**config.mk**
```make
export PLATFORM = sky130hd
export DESIGN_NAME = mpcr_top
export DESIGN_NICKNAME = d
export VERILOG_FILES = /design/src/inc/mpcr_pkg.sv /design/src/verilog/mpcr_top.sv /design/src/verilog/mpcr_sclk_rate.sv
export SDC_FILE = /design/constraint.sdc
export NUM_CORES = 1
export LEC_CHECK = 0
export ABC_AREA = 1
export BUFFER_PORTS_ARGS = -buffer_cell sky130_fd_sc_hd__buf_4
export CAP_MARGIN = 20
export CORE_UTILIZATION = 51
export DETAILED_ROUTE_END_ITERATION = 10
export GPL_ROUTABILITY_DRIVEN = 1
export PLACE_DENSITY = 0.95
export SETUP_SLACK_MARGIN = 0.02
export SLEW_MARGIN = 30
export SYNTH_ARGS = -nofsm -noshare
export SYNTH_HDL_FRONTEND = slang
export SYNTH_HIERARCHICAL = 1
export SYNTH_SLANG_ARGS = --single-unit
```
**constraint.sdc**
```tcl
create_clock -name I_CLK_SYS -period 2 [get_ports I_CLK_SYS]
set_input_delay 0.4 -clock I_CLK_SYS [delete_from_list [all_inputs] [get_ports I_CLK_SYS]]
set_output_delay 0.4 -clock I_CLK_SYS [all_outputs]
set_load 0.01 [all_outputs]
```
**src/inc/mpcr_pkg.sv**
```systemverilog
// package with constants for the management port control registers
package mpcr_pkg;
	localparam logic [11:0] SIO_CTRL_OFS = 12'h100;
	localparam logic [11:0] IBA_CTRL_OFS = 12'h104;
	localparam logic [7:0] SIO_CTRL_RST = 8'h42;
	localparam int SIO_PREAMBLE_BIT = 2;
	localparam int SIO_AUTO_BIT = 1;
	localparam int SIO_EDGE_BIT = 0;
	localparam int IBA_EN_BIT = 31;
	localparam int IBA_MATCH_BIT = 30;
	localparam int IBA_RST_BIT = 29;
	localparam int IBA_QUEUE_LSB = 22;
	localparam int IBA_PORT_LSB = 16;
	localparam logic [1:0] IBA_QUEUE_RST = 2'h1;
	localparam logic [2:0] IBA_PORT_RST = 3'h0;
	localparam logic [2:0] IBA_PORT_LAST = 3'h2;
	localparam logic [15:0] IBA_ETYPE_RST = 16'h40FE;
	localparam logic [31:0] IBA_WMASK = 32'hE0C7FFFF;
	localparam int SYS_CLK_HZ = 50_000_000;
	localparam int SCLK_FAST_HZ = 25_000_000;
	localparam int SCLK_FAST_CYC = SYS_CLK_HZ / SCLK_FAST_HZ;
	localparam int IBA_INIT_CYC = 4;
	localparam int STRAP_SETTLE_CYC = 3;
	typedef enum logic [1:0] {
		MPCR_ST_IDLE = 2'b01,
		MPCR_ST_INIT = 2'b10
	} mpcr_state_t;
endpackage

```
**src/verilog/mpcr_top.sv**
```systemverilog
// management port control registers and in-band frame gate
`timescale 1ns/1ps
`default_nettype none
module mpcr_top
	import mpcr_pkg::*;
(
	input wire logic I_CLK_SYS,
	input wire logic I_RSTN,
	input wire logic I_REG_WR,
	input wire logic I_REG_RD,
	input wire logic [11:0] I_REG_ADDR,
	input wire logic [3:0] I_REG_BE,
	input wire logic [31:0] I_REG_WDATA,
	output logic [31:0] O_REG_RDATA,
	input wire logic I_STRAP_LED_PIN,
	input wire logic I_SERIAL_CLK,
	input wire logic [47:0] I_SWITCH_MAC,
	input wire logic I_IB_FRAME_VALID,
	input wire logic [47:0] I_IB_DST_MAC,
	input wire logic [15:0] I_IB_ETYPE,
	input wire logic [2:0] I_IB_RX_PORT,
	output logic O_IB_ACCEPT,
	output logic O_IB_DISCARD,
	output logic O_IB_SM_INIT,
	output logic O_IB_ENABLE,
	output logic [1:0] O_IB_RESP_QUEUE,
	output logic [2:0] O_IB_PORT,
	output logic O_MGMT_BUS_PREAMBLE_REQ,
	output logic O_SERIAL_DATA_OUT_PIN_RISING
);
	////////////////////////////////////////////////////////////////////////////////
	logic [7:0] sio_ctrl;
	logic [31:0] iba_ctrl;
	logic [2:0] strap_sync;
	logic [1:0] strap_cnt;
	logic strap_done;
	mpcr_state_t state;
	logic [2:0] init_cnt;
	logic [31:0] rdata;
	logic sclk_fast;

	logic [7:0] next_sio_ctrl;
	logic [31:0] next_iba_ctrl;
	logic [2:0] next_strap_sync;
	logic [1:0] next_strap_cnt;
	logic next_strap_done;
	mpcr_state_t next_state;
	logic [2:0] next_init_cnt;
	logic [31:0] next_rdata;
	logic next_accept;
	logic next_discard;

	function automatic logic [31:0] be_merge(input logic [31:0] old, input logic [31:0] wd,
		input logic [3:0] be);
		logic [31:0] res;
		res = old;
		for (int i = 0; i < 4; i++) begin
			if (be[i]) begin
				res[i*8 +: 8] = wd[i*8 +: 8];
			end
		end
		return res;
	endfunction

	////////////////////////////////////////////////////////////////////////////////
	mpcr_sclk_rate #(
		.CNT_W(8)
	) u_rate (
		.i_clk(I_CLK_SYS),
		.i_rstn(I_RSTN),
		.i_sclk(I_SERIAL_CLK),
		.o_fast(sclk_fast)
	);

	////////////////////////////////////////////////////////////////////////////////
	// register file, strap capture and in-band state machine
	always_comb begin
		next_sio_ctrl = sio_ctrl;
		next_iba_ctrl = iba_ctrl;
		next_strap_sync = {strap_sync[1:0], I_STRAP_LED_PIN};
		next_strap_cnt = strap_cnt;
		next_strap_done = strap_done;
		next_state = state;
		next_init_cnt = init_cnt;
		next_rdata = rdata;
		next_accept = 1'b0;
		next_discard = 1'b0;

		// strap caught once the synchroniser has filled after reset release
		if (!strap_done) begin
			if (strap_cnt == 2'(STRAP_SETTLE_CYC - 1) && strap_sync[1] == strap_sync[2]) begin
				next_iba_ctrl[IBA_EN_BIT] = ~strap_sync[2];
				next_strap_done = 1'b1;
			end else if (strap_cnt != 2'(STRAP_SETTLE_CYC - 1)) begin
				next_strap_cnt = strap_cnt + 2'h1;
			end
		end

		if (I_REG_WR && I_REG_ADDR == SIO_CTRL_OFS && I_REG_BE[0]) begin
			next_sio_ctrl = I_REG_WDATA[7:0];
		end
		if (I_REG_WR && I_REG_ADDR == IBA_CTRL_OFS) begin
			next_iba_ctrl = (be_merge(iba_ctrl, I_REG_WDATA, I_REG_BE) & IBA_WMASK)
				| (next_iba_ctrl & ~IBA_WMASK);
			if (I_REG_BE[3] && I_REG_WDATA[IBA_EN_BIT]) begin
				next_strap_done = 1'b1;
			end else if (I_REG_BE[3]) begin
				next_strap_done = 1'b1;
			end
			if (I_REG_BE[2] && I_REG_WDATA[IBA_PORT_LSB +: 3] > IBA_PORT_LAST) begin
				// reserved port codes are refused, the field keeps its value
				next_iba_ctrl[IBA_PORT_LSB +: 3] = iba_ctrl[IBA_PORT_LSB +: 3];
			end
		end

		unique case (state)
			MPCR_ST_IDLE: begin
				if (iba_ctrl[IBA_RST_BIT]) begin
					next_state = MPCR_ST_INIT;
					next_init_cnt = 3'h0;
				end else if (I_IB_FRAME_VALID && iba_ctrl[IBA_EN_BIT]
					&& I_IB_ETYPE == iba_ctrl[15:0]
					&& I_IB_RX_PORT == iba_ctrl[IBA_PORT_LSB +: 3]) begin
					if (iba_ctrl[IBA_MATCH_BIT] && I_IB_DST_MAC != I_SWITCH_MAC) begin
						next_discard = 1'b1;
					end else begin
						next_accept = 1'b1;
					end
				end
			end
			MPCR_ST_INIT: begin
				next_init_cnt = init_cnt + 3'h1;
				if (init_cnt == 3'(IBA_INIT_CYC - 1)) begin
					next_state = MPCR_ST_IDLE;
					next_iba_ctrl[IBA_RST_BIT] = 1'b0;
				end
			end
			default: begin
				next_state = MPCR_ST_IDLE;
			end
		endcase

		if (I_REG_RD) begin
			if (I_REG_ADDR == SIO_CTRL_OFS) begin
				next_rdata = {24'h0, sio_ctrl};
			end else if (I_REG_ADDR == IBA_CTRL_OFS) begin
				next_rdata = iba_ctrl;
			end else begin
				next_rdata = 32'h0;
			end
		end
	end

	always_ff @(posedge I_CLK_SYS or negedge I_RSTN) begin
		if (!I_RSTN) begin
			sio_ctrl <= SIO_CTRL_RST;
			iba_ctrl <= {8'h0, IBA_QUEUE_RST, 3'h0, IBA_PORT_RST, IBA_ETYPE_RST};
			strap_sync <= 3'h0;
			strap_cnt <= 2'h0;
			strap_done <= 1'b0;
			state <= MPCR_ST_IDLE;
			init_cnt <= 3'h0;
			rdata <= 32'h0;
			O_IB_ACCEPT <= 1'b0;
			O_IB_DISCARD <= 1'b0;
		end else begin
			sio_ctrl <= next_sio_ctrl;
			iba_ctrl <= next_iba_ctrl;
			strap_sync <= next_strap_sync;
			strap_cnt <= next_strap_cnt;
			strap_done <= next_strap_done;
			state <= next_state;
			init_cnt <= next_init_cnt;
			rdata <= next_rdata;
			O_IB_ACCEPT <= next_accept;
			O_IB_DISCARD <= next_discard;
		end
	end

	////////////////////////////////////////////////////////////////////////////////
	assign O_REG_RDATA = rdata;
	assign O_IB_SM_INIT = (state == MPCR_ST_INIT);
	assign O_IB_ENABLE = iba_ctrl[IBA_EN_BIT];
	assign O_IB_RESP_QUEUE = iba_ctrl[IBA_QUEUE_LSB +: 2];
	assign O_IB_PORT = iba_ctrl[IBA_PORT_LSB +: 3];
	// only the management bus sees this; serial ports ignore it
	assign O_MGMT_BUS_PREAMBLE_REQ = ~sio_ctrl[SIO_PREAMBLE_BIT];
	assign O_SERIAL_DATA_OUT_PIN_RISING = sio_ctrl[SIO_AUTO_BIT] ? sclk_fast
		: sio_ctrl[SIO_EDGE_BIT];
endmodule
`default_nettype wire

```
**src/verilog/mpcr_sclk_rate.sv**
```systemverilog
// serial clock synchroniser and rate detector
`timescale 1ns/1ps
`default_nettype none
module mpcr_sclk_rate
	import mpcr_pkg::*;
#(
	parameter int CNT_W = 8
) (
	input wire logic i_clk,
	input wire logic i_rstn,
	input wire logic i_sclk,
	output logic o_fast
);
	logic [2:0] sync;
	logic stable;
	logic [CNT_W-1:0] cnt;
	logic [2:0] next_sync;
	logic next_stable;
	logic [CNT_W-1:0] next_cnt;
	logic next_fast;

	always_comb begin
		next_sync = {sync[1:0], i_sclk};
		next_stable = stable;
		if (sync[1] == sync[2]) begin
			next_stable = sync[2];
		end
		next_cnt = cnt;
		if (cnt != {CNT_W{1'b1}}) begin
			next_cnt = cnt + 1'b1;
		end
		next_fast = o_fast;
		// period measured between rising edges; a stopped clock keeps the decision
		if (next_stable && !stable) begin
			next_fast = (32'(cnt) + 1 <= SCLK_FAST_CYC);
			next_cnt = '0;
		end
	end

	always_ff @(posedge i_clk or negedge i_rstn) begin
		if (!i_rstn) begin
			sync <= 3'h0;
			stable <= 1'b0;
			cnt <= '0;
			o_fast <= 1'b0;
		end else begin
			sync <= next_sync;
			stable <= next_stable;
			cnt <= next_cnt;
			o_fast <= next_fast;
		end
	end
endmodule
`default_nettype wire

```
==> flow_summary.json, run 1 <==
{
  "critPathMostFrequentCell": "nor2_1",
  "critPathSlowestCell": "dfstp_2",
  "grt_pass1_vias": 4972,
  "cp_slowest_stage_delay_ns": 0.56,
  "port_buffers": 196,
  "cts_setup_buffers": 0,
  "seq_area_sq_um": 2067,
  "failed_checks": "hold timing",
  "cp_data_required_time_ns": 2.28,
  "antenna_found_initial": 0,
  "routed_wl_um": 14560,
  "dp.cells": 905,
  "drc": 0,
  "cp_top_family": "simple AND/OR/NAND/NOR gates",
  "htree_levels": 3,
  "hold_slack_ns": -0.01077,
  "layout-drive-gt1-share": 0.3038,
  "fmax_mhz": 588.5,
  "core.rowCount": 34,
  "finalHoldViolCount": 5,
  "cts_tree": "yes",
  "cp-start-kind": "flop",
  "cts.sinks": 82,
  "ys_seq_elements": 82,
  "grt_remaining_overflow": 0,
  "fin_tns_setup_ns": 0,
  "die_area_sq_um": 9493,
  "multi_input_area_sq_um": 2143,
  "cp-end-kind": "flop",
  "fp.dieH_um": 97.43,
  "maxCapViolations": 0,
  "initial_core_util": 0.5300,
  "fin_nets": 983,
  "syn_avg_cell_area_sq_um": 7.651,
  "grtUsageTotal": 0.3020,
  "wl_per_cell_um": 15.80,
  "drtIter0Drc": 382,
  "drtAntennaViolNets": 0,
  "syn_inst": 607,
  "setup.worst_path.class": "reg2reg",
  "min_period_ns": 1.699,
  "via_per_inst": 5.384,
  "relSlewSlack": 0.6496,
  "cp.arrival_ns": 1.98,
  "dr.pass1.iters": 5,
  "clk_latency_ns": 0.35,
  "tightest_slew_ns": 0.5243,
  "clk_pin_slew_ns": 0.08,
  "period_share": 0.8496,
  "fp.dieW_um": 97.43,
  "clockRootBuffer": "clkbuf_8",
  "dr_total_vias": 4959,
  "vdd_drop_max_mv": 0.4750,
  "hold_path.class": "in2async",
  "power.density_nw_per_um2": 610.8,
  "final_cells": 921,
  "cts_hold_buffers": 0,
  "clk_path_buf_depth": 2,
  "fill_cells": 581,
  "syn2layout_area_growth_pct": 38.42,
  "r2r_slack_ns": 0.30,
  "slew_violations": 0,
  "cts_resized": 0,
  "final_cell_mix": "204 x buf_4, 191 x nand2_1, 82 x inv_1, 70 x dfrtp_1, 55 x nor2_1",
  "pin_count": 213,
  "timing.critical_path.buf_inv": 1,
  "grt_pass1_wl_um": 22750,
  "crit_chain": "inv_1 -> nand2_1 -> o21ai_0 -> nor2_1 -> nand4_1 -> nor2_1 -> nand3_1 -> a21oi_1",
  "grt_max_degree": 35,
  "yosysSeqAreaShare": 0.4450,
  "antenna_cells": 0,
  "hpwlAfterDp_um": 11170,
  "ys_warn_count": 6,
  "worst-path-max-fanout": 3,
  "routabilityCongestion": 1.000,
  "numCtsBuffers": 9,
  "synth_cell_types": 33,
  "p_leak_nw": 3.430,
  "final_common_cell": "buf_4",
  "fin_worst_skew_ns": 0.006908,
  "rsz0062_at_grt": "no",
  "finalSetupViolations": 0,
  "syn-cell-area_sq_um": 4644,
  "core-area_sq_um": 8763,
  "outcome": "finished with violations"
}
==> per-stage QoR <==
stage                     total power [mW]  setup slack (ns)  hold slack (ns)  utilization  area, sq um
final                                3.927            0.3009         -0.01077       0.7336         6429
after global routing                 4.073            0.2977          0.01729       0.7336         6429
after CTS                            3.916            0.3501         0.002641       0.7336         6429
after detailed placement             2.634            0.2175           0.3587       0.7093         6216
after global placement               2.585            0.3191           0.3377       0.7093         6216
after floorplan                      2.221            0.4353           0.1044            -         4671
==> cells in the mapped netlist (all sizes together) <==
cell type  number  area share
dfrtp          70        0.38
buf            16       0.026
o22ai           6      0.0081
clkinv          1     0.00081
a31oi           9       0.012
clkbuf          6      0.0048
nand2         197        0.16
inv            84       0.068
dfstp          12       0.068
o21bai          2      0.0032
a211oi          1      0.0027
a21o            1      0.0016
o21ai          31       0.033
nor2           60       0.056
nor3            3      0.0081
nand4           5      0.0067
conb            1     0.00081
ha              5       0.013
a21oi          12       0.013
xor2            3      0.0057
nand3          31       0.034
xnor2          42       0.079
o31ai           9       0.015
==> cells by family (layout without fill, tap and decap cells) <==
family,after synthesis,after routing,share of synthesized area
xor gates and xnor gates,45,45,0.08486
DFF,82,82,0.4450
and+or+nand+nor,296,296,0.2680
other,1,8,0.0008074
buffers and inverters,107,306,0.09914
adders and majority gates,5,5,0.01347
AOI/OAI and AO/OA,71,71,0.08863
==> report_power, final <==
group	internal (mW)	total [mW]	switching, mW	leakage (nW)
registers	1.73	1.82	0.0848	1.04
logic	0.419	0.799	0.380	2.29
clock network	0.710	1.31	0.599	0.105
total	2.86	3.93	1.06	3.43
==> path summary, 6_finish.rpt <==
check / start / end / cells after the start
max: iba_ctrl[6] / O_IB_ACCEPT / 8
min in group I_CLK_SYS: I_STRAP_LED_PIN / strap_sync[0] / 1
max reg2reg: iba_ctrl[6] / O_IB_ACCEPT / 8
min: I_RSTN / strap_sync[0] / 1
min reg2reg: u_rate/sync[0] / u_rate/sync[1] / 0
max in group asynchronous: I_RSTN / iba_ctrl[5] / 2
==> registers in the layout, summed over array words and instances, names as in the netlist, 3 cells and up <==
signal	cells
u_rate/cnt	8
strap_sync	3
sio_ctrl	8
iba_ctrl	24
init_cnt	3
O_REG_RDATA	24
u_rate/sync	3
==> per-layer routing <==
metal / share of wire / vias up / wire length [um] / global-route usage
li1: - / 2275 / - / -
met1: 0.37 / 2294 / 5321 / 0.3444
met2: 0.51 / 302 / 7383 / 0.5368
met3: 0.081 / 88 / 1184 / 0.06763
met4: 0.046 / 0 / 667 / 0.1380
met5: 0 / - / 0 / 0
==> cell type report <==
type,instances,share of cell area
Clock buffer,12,0.02102
Tap cell,108,0.02102
Multi-Input combinational cell,425,0.3334
Clock inverter,4,0.01207
Inverter,85,0.04963
Timing Repair Buffer,205,0.2413
Sequential cell,82,0.3215
Note: power is estimated with default switching activity, not from simulation.
==> inputs of run 2 (changes only) <==
--- a/config.mk
+++ b/config.mk
@@ -8,10 +8,10 @@
 export ABC_AREA = 1
 export BUFFER_PORTS_ARGS = -buffer_cell sky130_fd_sc_hd__buf_4
 export CAP_MARGIN = 20
-export CORE_UTILIZATION = 51
+export CORE_UTILIZATION = 43
 export DETAILED_ROUTE_END_ITERATION = 10
 export GPL_ROUTABILITY_DRIVEN = 1
-export PLACE_DENSITY = 0.95
+export PLACE_DENSITY = 0.89
 export SETUP_SLACK_MARGIN = 0.02
 export SLEW_MARGIN = 30
 export SYNTH_ARGS = -nofsm -noshare
==> constraint.sdc (replaced) <==
create_clock -name I_CLK_SYS -period 1.5 [get_ports I_CLK_SYS]
set_input_delay 0.3 -clock I_CLK_SYS [delete_from_list [all_inputs] [get_ports I_CLK_SYS]]
set_output_delay 0.3 -clock I_CLK_SYS [all_outputs]
set_load 0.01 [all_outputs]
==> flow_summary.json, run 2 (synthesis gave the netlist of run 1 again) <==
{
  "clk_pin_slew_ns": 0.09,
  "dp.cells": 944,
  "p_leak_nw": 3.500,
  "final_area_sq_um": 6603,
  "hp-start": "I_STRAP_LED_PIN",
  "hold_path.class": "in2reg",
  "final_cells": 962,
  "via_per_inst": 4.707,
  "rsz0062_at_grt": "yes",
  "worst-path-max-fanout": 4,
  "r2r_slack_ns": 0.11,
  "initial_core_util": 0.4459,
  "outcome": "complete, no violations",
  "final_common_cell": "buf_4",
  "routed_wl_um": 12780,
  "r2r-start": "iba_ctrl[6]",
  "power.density_nw_per_um2": 775.9,
  "numCtsBuffers": 9,
  "cts_tree": "yes",
  "maxCapViolations": 0,
  "grt_pass1_wl_um": 20200,
  "htree_levels": 3,
  "port_buffers": 196,
  "layout-drive-gt1-share": 0.3269,
  "cp-end-kind": "output port",
  "vdd_drop_max_mv": 0.5640,
  "cts.sinks": 82,
  "drc": 0,
  "setup.worst_path.class": "reg2out",
  "dpl_cell_area_sq_um": 6346,
  "dr_total_vias": 4528,
  "cp.arrival_ns": 1.18,
  "grtUsageTotal": 0.2325,
  "period_share": 0.9858,
  "syn2layout_area_growth_pct": 42.16,
  "fp.dieH_um": 105.9,
  "hpwlAfterDp_um": 10570,
  "worst_slack_ns": 0.02126,
  "drtIter0Drc": 309,
  "clk_latency_ns": 0.36,
  "pre_cts_slack_ns": -0.1386,
  "holdPathStages": 1,
  "antenna_cells": 0,
  "r2r-end": "O_IB_DISCARD",
  "antenna_found_initial": 0,
  "min_period_ns": 1.479,
  "cp_data_required_time_ns": 1.20,
  "wl_per_cell_um": 13.28,
  "finalSetupViolations": 0,
  "finalHoldViolCount": 0,
  "hold_slack_ns": 0.04718,
  "die_area_sq_um": 11220,
  "core-area_sq_um": 10420,
  "final_cell_mix": "214 x buf_4, 190 x nand2_1, 81 x inv_1, 69 x dfrtp_1, 54 x nor2_1",
  "fin_nets": 996,
  "grt_remaining_overflow": 0,
  "fin_worst_skew_ns": 0.01508,
  "grt_max_degree": 28,
  "grt_pass1_vias": 4369,
  "fp.dieW_um": 105.9,
  "slew_violations": 0,
  "cp-start-kind": "flop",
  "dr.pass1.iters": 5,
  "clockRootBuffer": "clkbuf_8",
  "drtAntennaViolNets": 0,
  "clk_path_buf_depth": 2,
  "pin_count": 213,
  "whs_endpoint": "strap_sync[0]",
  "routabilityCongestion": 0.9047,
  "r2r_cells": 8,
  "core.rowCount": 37,
  "fmax_mhz": 676.3
}
-- run 2: worst max path at each step --
stage                     cells after the start  slack, ns            from                            to
after global placement                        9      -0.09  I_REG_ADDR[11]                  iba_ctrl[12]
final                                         3       0.02     sio_ctrl[1]  O_SERIAL_DATA_OUT_PIN_RISING
after detailed placement                      9      -0.14  I_REG_ADDR[11]                   iba_ctrl[9]
after global routing                          3      -0.02     sio_ctrl[1]  O_SERIAL_DATA_OUT_PIN_RISING
after CTS                                     3      0.005     sio_ctrl[1]  O_SERIAL_DATA_OUT_PIN_RISING
after floorplan                               9       0.04  I_REG_ADDR[11]                  iba_ctrl[13]
-- run 2: worst max-delay path, stage by stage (launching register included) --
cell and delay (ns):
dfstp_2 0.57, nand2_2 0.06, o21ai_2 0.08, buf_6 0.13
-- run 2: area by class of cell --
type | instances | area, sq um
flip-flops and latches | 82 | 2068
clock buffers | 9 | 123.9
multi-input cells | 425 | 2178
fillers | 880 | 3814
inverters | 85 | 319.1
well taps | 136 | 170.2
repair buffers | 218 | 1668
clock inverters | 7 | 75.07
-- run 2: metrics by stage --
stage | TNS (ns) | total power, mW | utilization
6_report | 0 | 5.123 | 0.6339
5_1_grt | -0.01690 | 5.350 | 0.6339
4_1_cts | 0 | 5.122 | 0.6310
3_5_place_dp | -2.125 | 3.514 | 0.6092
3_3_place_gp | -0.9134 | 3.473 | 0.6092
2_1_floorplan | 0 | 2.962 | -
-- run 2: routing by layer --
layer  track usage  vias up  part of all wire
li1              -     2296                 -
met1        0.2871     2031              0.41
met2        0.3964      163              0.50
met3       0.03556       38             0.051
met4        0.1151        0             0.035
met5             0        -                 0
-- run 2: repair_timing --
action                                  CTS  global route
endpoints found under the setup margin    2             4
cloned                                    0             0
buffers inserted                          1             0
pin swaps                                 0             3
hold buffers                              1             0
gates resized for setup                   4             8
endpoints found under the hold margin    17             0
-- run 2: report_power, final --
part / leakage, nW / switching [mW] / internal [mW] / total [mW]
clock network: 0.104 / 0.841 / 0.781 / 1.62
logic: 2.36 / 0.488 / 0.576 / 1.06
registers: 1.03 / 0.124 / 2.31 / 2.44
total: 3.50 / 1.45 / 3.67 / 5.12
==> inputs of run 3 (changes only) <==
--- a/config.mk
+++ b/config.mk
@@ -8,10 +8,12 @@
 export ABC_AREA = 1
 export BUFFER_PORTS_ARGS = -buffer_cell sky130_fd_sc_hd__buf_4
 export CAP_MARGIN = 20
-export CORE_UTILIZATION = 43
+export CELL_PAD_IN_SITES_DETAIL_PLACEMENT = 0
+export CELL_PAD_IN_SITES_GLOBAL_PLACEMENT = 2
+export CORE_UTILIZATION = 23
 export DETAILED_ROUTE_END_ITERATION = 10
 export GPL_ROUTABILITY_DRIVEN = 1
-export PLACE_DENSITY = 0.89
+export PLACE_DENSITY = 0.9
 export SETUP_SLACK_MARGIN = 0.02
 export SLEW_MARGIN = 30
 export SYNTH_ARGS = -nofsm -noshare
==> flow_summary.json, run 3 (synthesis gave the netlist of run 1 again) <==
{
  "outcome": "complete, no violations",
  "grt_pass1_wl_um": 21160,
  "core.rowCount": 51,
  "grt_max_degree": 37,
  "wl_met1_um": 6317,
  "vdd_drop_max_mv": 0.6413,
  "fin_tns_setup_ns": 0,
  "cp.arrival_ns": 1.14,
  "multi_input_area_sq_um": 2178,
  "clk_latency_ns": 0.33,
  "fp.dieH_um": 144.1,
  "hp-start": "I_STRAP_LED_PIN",
  "clk_pin_slew_ns": 0.06,
  "dr_total_vias": 4323,
  "pre_cts_slack_ns": -0.09261,
  "fin_worst_skew_ns": 0.003258,
  "worst-path-max-fanout": 3,
  "r2r-start": "u_rate/cnt[0]",
  "top_layer_used": "met4",
  "clkPwrFrac": 0.402,
  "r2r_cells": 8,
  "fmax_mhz": 693.0,
  "cp-end-kind": "output port",
  "htree_levels": 3,
  "cts.sinks": 82,
  "seq_area_sq_um": 2067,
  "power.share.sequential": 0.410,
  "routed_wl_um": 13860,
  "wl_met3_um": 586,
  "wl_met2_um": 6806,
  "routabilityCongestion": 0.8000,
  "port_buffers": 196,
  "final_cell_mix": "215 x buf_4, 190 x nand2_1, 80 x inv_1, 70 x dfrtp_1, 52 x nor2_1",
  "min_period_ns": 1.443,
  "clk_path_buf_depth": 2,
  "initial_core_util": 0.2363,
  "setup.worst_path.class": "reg2out",
  "die_area_sq_um": 20770,
  "fill_cells": 2139,
  "hold_path.class": "in2reg",
  "fin_nets": 996,
  "clockRootBuffer": "clkbuf_16",
  "grt_pass1_vias": 4091,
  "power.density_nw_per_um2": 857.7,
  "dr.pass1.iters": 5,
  "drtIter0Drc": 225,
  "rsz0062_at_grt": "yes",
  "slew_violations": 0,
  "grtUsageTotal": 0.1353,
  "cts_tree": "yes",
  "drtAntennaViolNets": 0,
  "layout-drive-gt1-share": 0.3261,
  "p_leak_nw": 3.551,
  "numCtsBuffers": 9,
  "cp-start-kind": "flop",
  "grt_remaining_overflow": 0,
  "hpwlAfterDp_um": 11400,
  "finalHoldViolCount": 0,
  "via_per_inst": 3.966,
  "holdPathStages": 1,
  "dpl_cell_area_sq_um": 6492,
  "worst_slack_ns": 0.05699,
  "p_switching_mw": 1.435,
  "hold_slack_ns": 0.07570,
  "combPwrFrac": 0.188,
  "fp.dieW_um": 144.1,
  "syn2layout_area_growth_pct": 48.14,
  "pin_count": 213,
  "period_share": 0.9620,
  "cell_internal_pwr_mw": 4.466,
  "antenna_found_initial": 0,
  "finalSetupViolations": 0,
  "cp_data_required_time_ns": 1.20,
  "final_common_cell": "buf_4",
  "final_area_sq_um": 6880,
  "drc": 0,
  "wl_per_cell_um": 12.72,
  "core-area_sq_um": 19650,
  "antenna_cells": 0,
  "swShare": 0.2432,
  "maxCapViolations": 0,
  "crit_start": "sio_ctrl[1]"
}
==> run 3: through the flow <==
stage          cells  total power, mW  utilization
3_3_place_gp    1071            3.524       0.3303
4_1_cts         1088            5.929       0.3478
2_1_floorplan    614            2.962            -
6_report        1090            5.901       0.3501
5_1_grt         1090            6.190       0.3501
3_5_place_dp    1071            3.539       0.3303
==> run 3: area by class of cell <==
| class | instances | area share |
|---|---|---|
| timing repair buffer | 218 | 0.2419 |
| tap | 265 | 0.04819 |
| multi-input combinational | 425 | 0.3166 |
| clock inverter | 2 | 0.008729 |
| clock buffer | 13 | 0.03783 |
| sequential | 82 | 0.3004 |
| inverter | 85 | 0.04637 |
==> run 3: power by group through the flow <==
stage	combinational (mW)	sequential, mW	clock [mW]
floorplan	0.515	2.45	0
global placement	1.07	2.45	0
detailed placement	1.08	2.46	0
CTS	1.09	2.42	2.42
global route	1.24	2.44	2.51
finish	1.11	2.42	2.37
==> run 3: worst paths after layout <==
path	end	slack (ns)
hold / removal	strap_sync[0]	0.08
setup / recovery	O_SERIAL_DATA_OUT_PIN_RISING	0.06
min in group asynchronous	u_rate/cnt[3]	0.37
setup reg to reg	u_rate/o_fast	0.12
max in group asynchronous	iba_ctrl[22]	0.59
hold reg to reg	u_rate/sync[1]	0.35
==> run 3: metal layers <==
metal | vias up | global-route usage
met1 | 1926 | 0.1736
met2 | 89 | 0.2291
met3 | 10 | 0.02980
li1 | 2298 | -
met5 | - | 0
met4 | 0 | 0.03303
==> run 3: what timing repair did <==
| action | 4_1_cts | 5_1_grt |
|---|---|---|
| hold buffers | 1 | 0 |
| buffers inserted | 1 | 2 |
| resized for setup | 3 | 10 |
| hold endpoints to repair | 14 | 0 |
| setup endpoints to repair | 3 | 4 |
| pin swaps | 0 | 3 |
==> run 3: critical path: stages, from the launching register on <==
cell and delay, ns:
dfstp_2 0.56, nand2_2 0.05, o21ai_2 0.06, buf_4 0.14
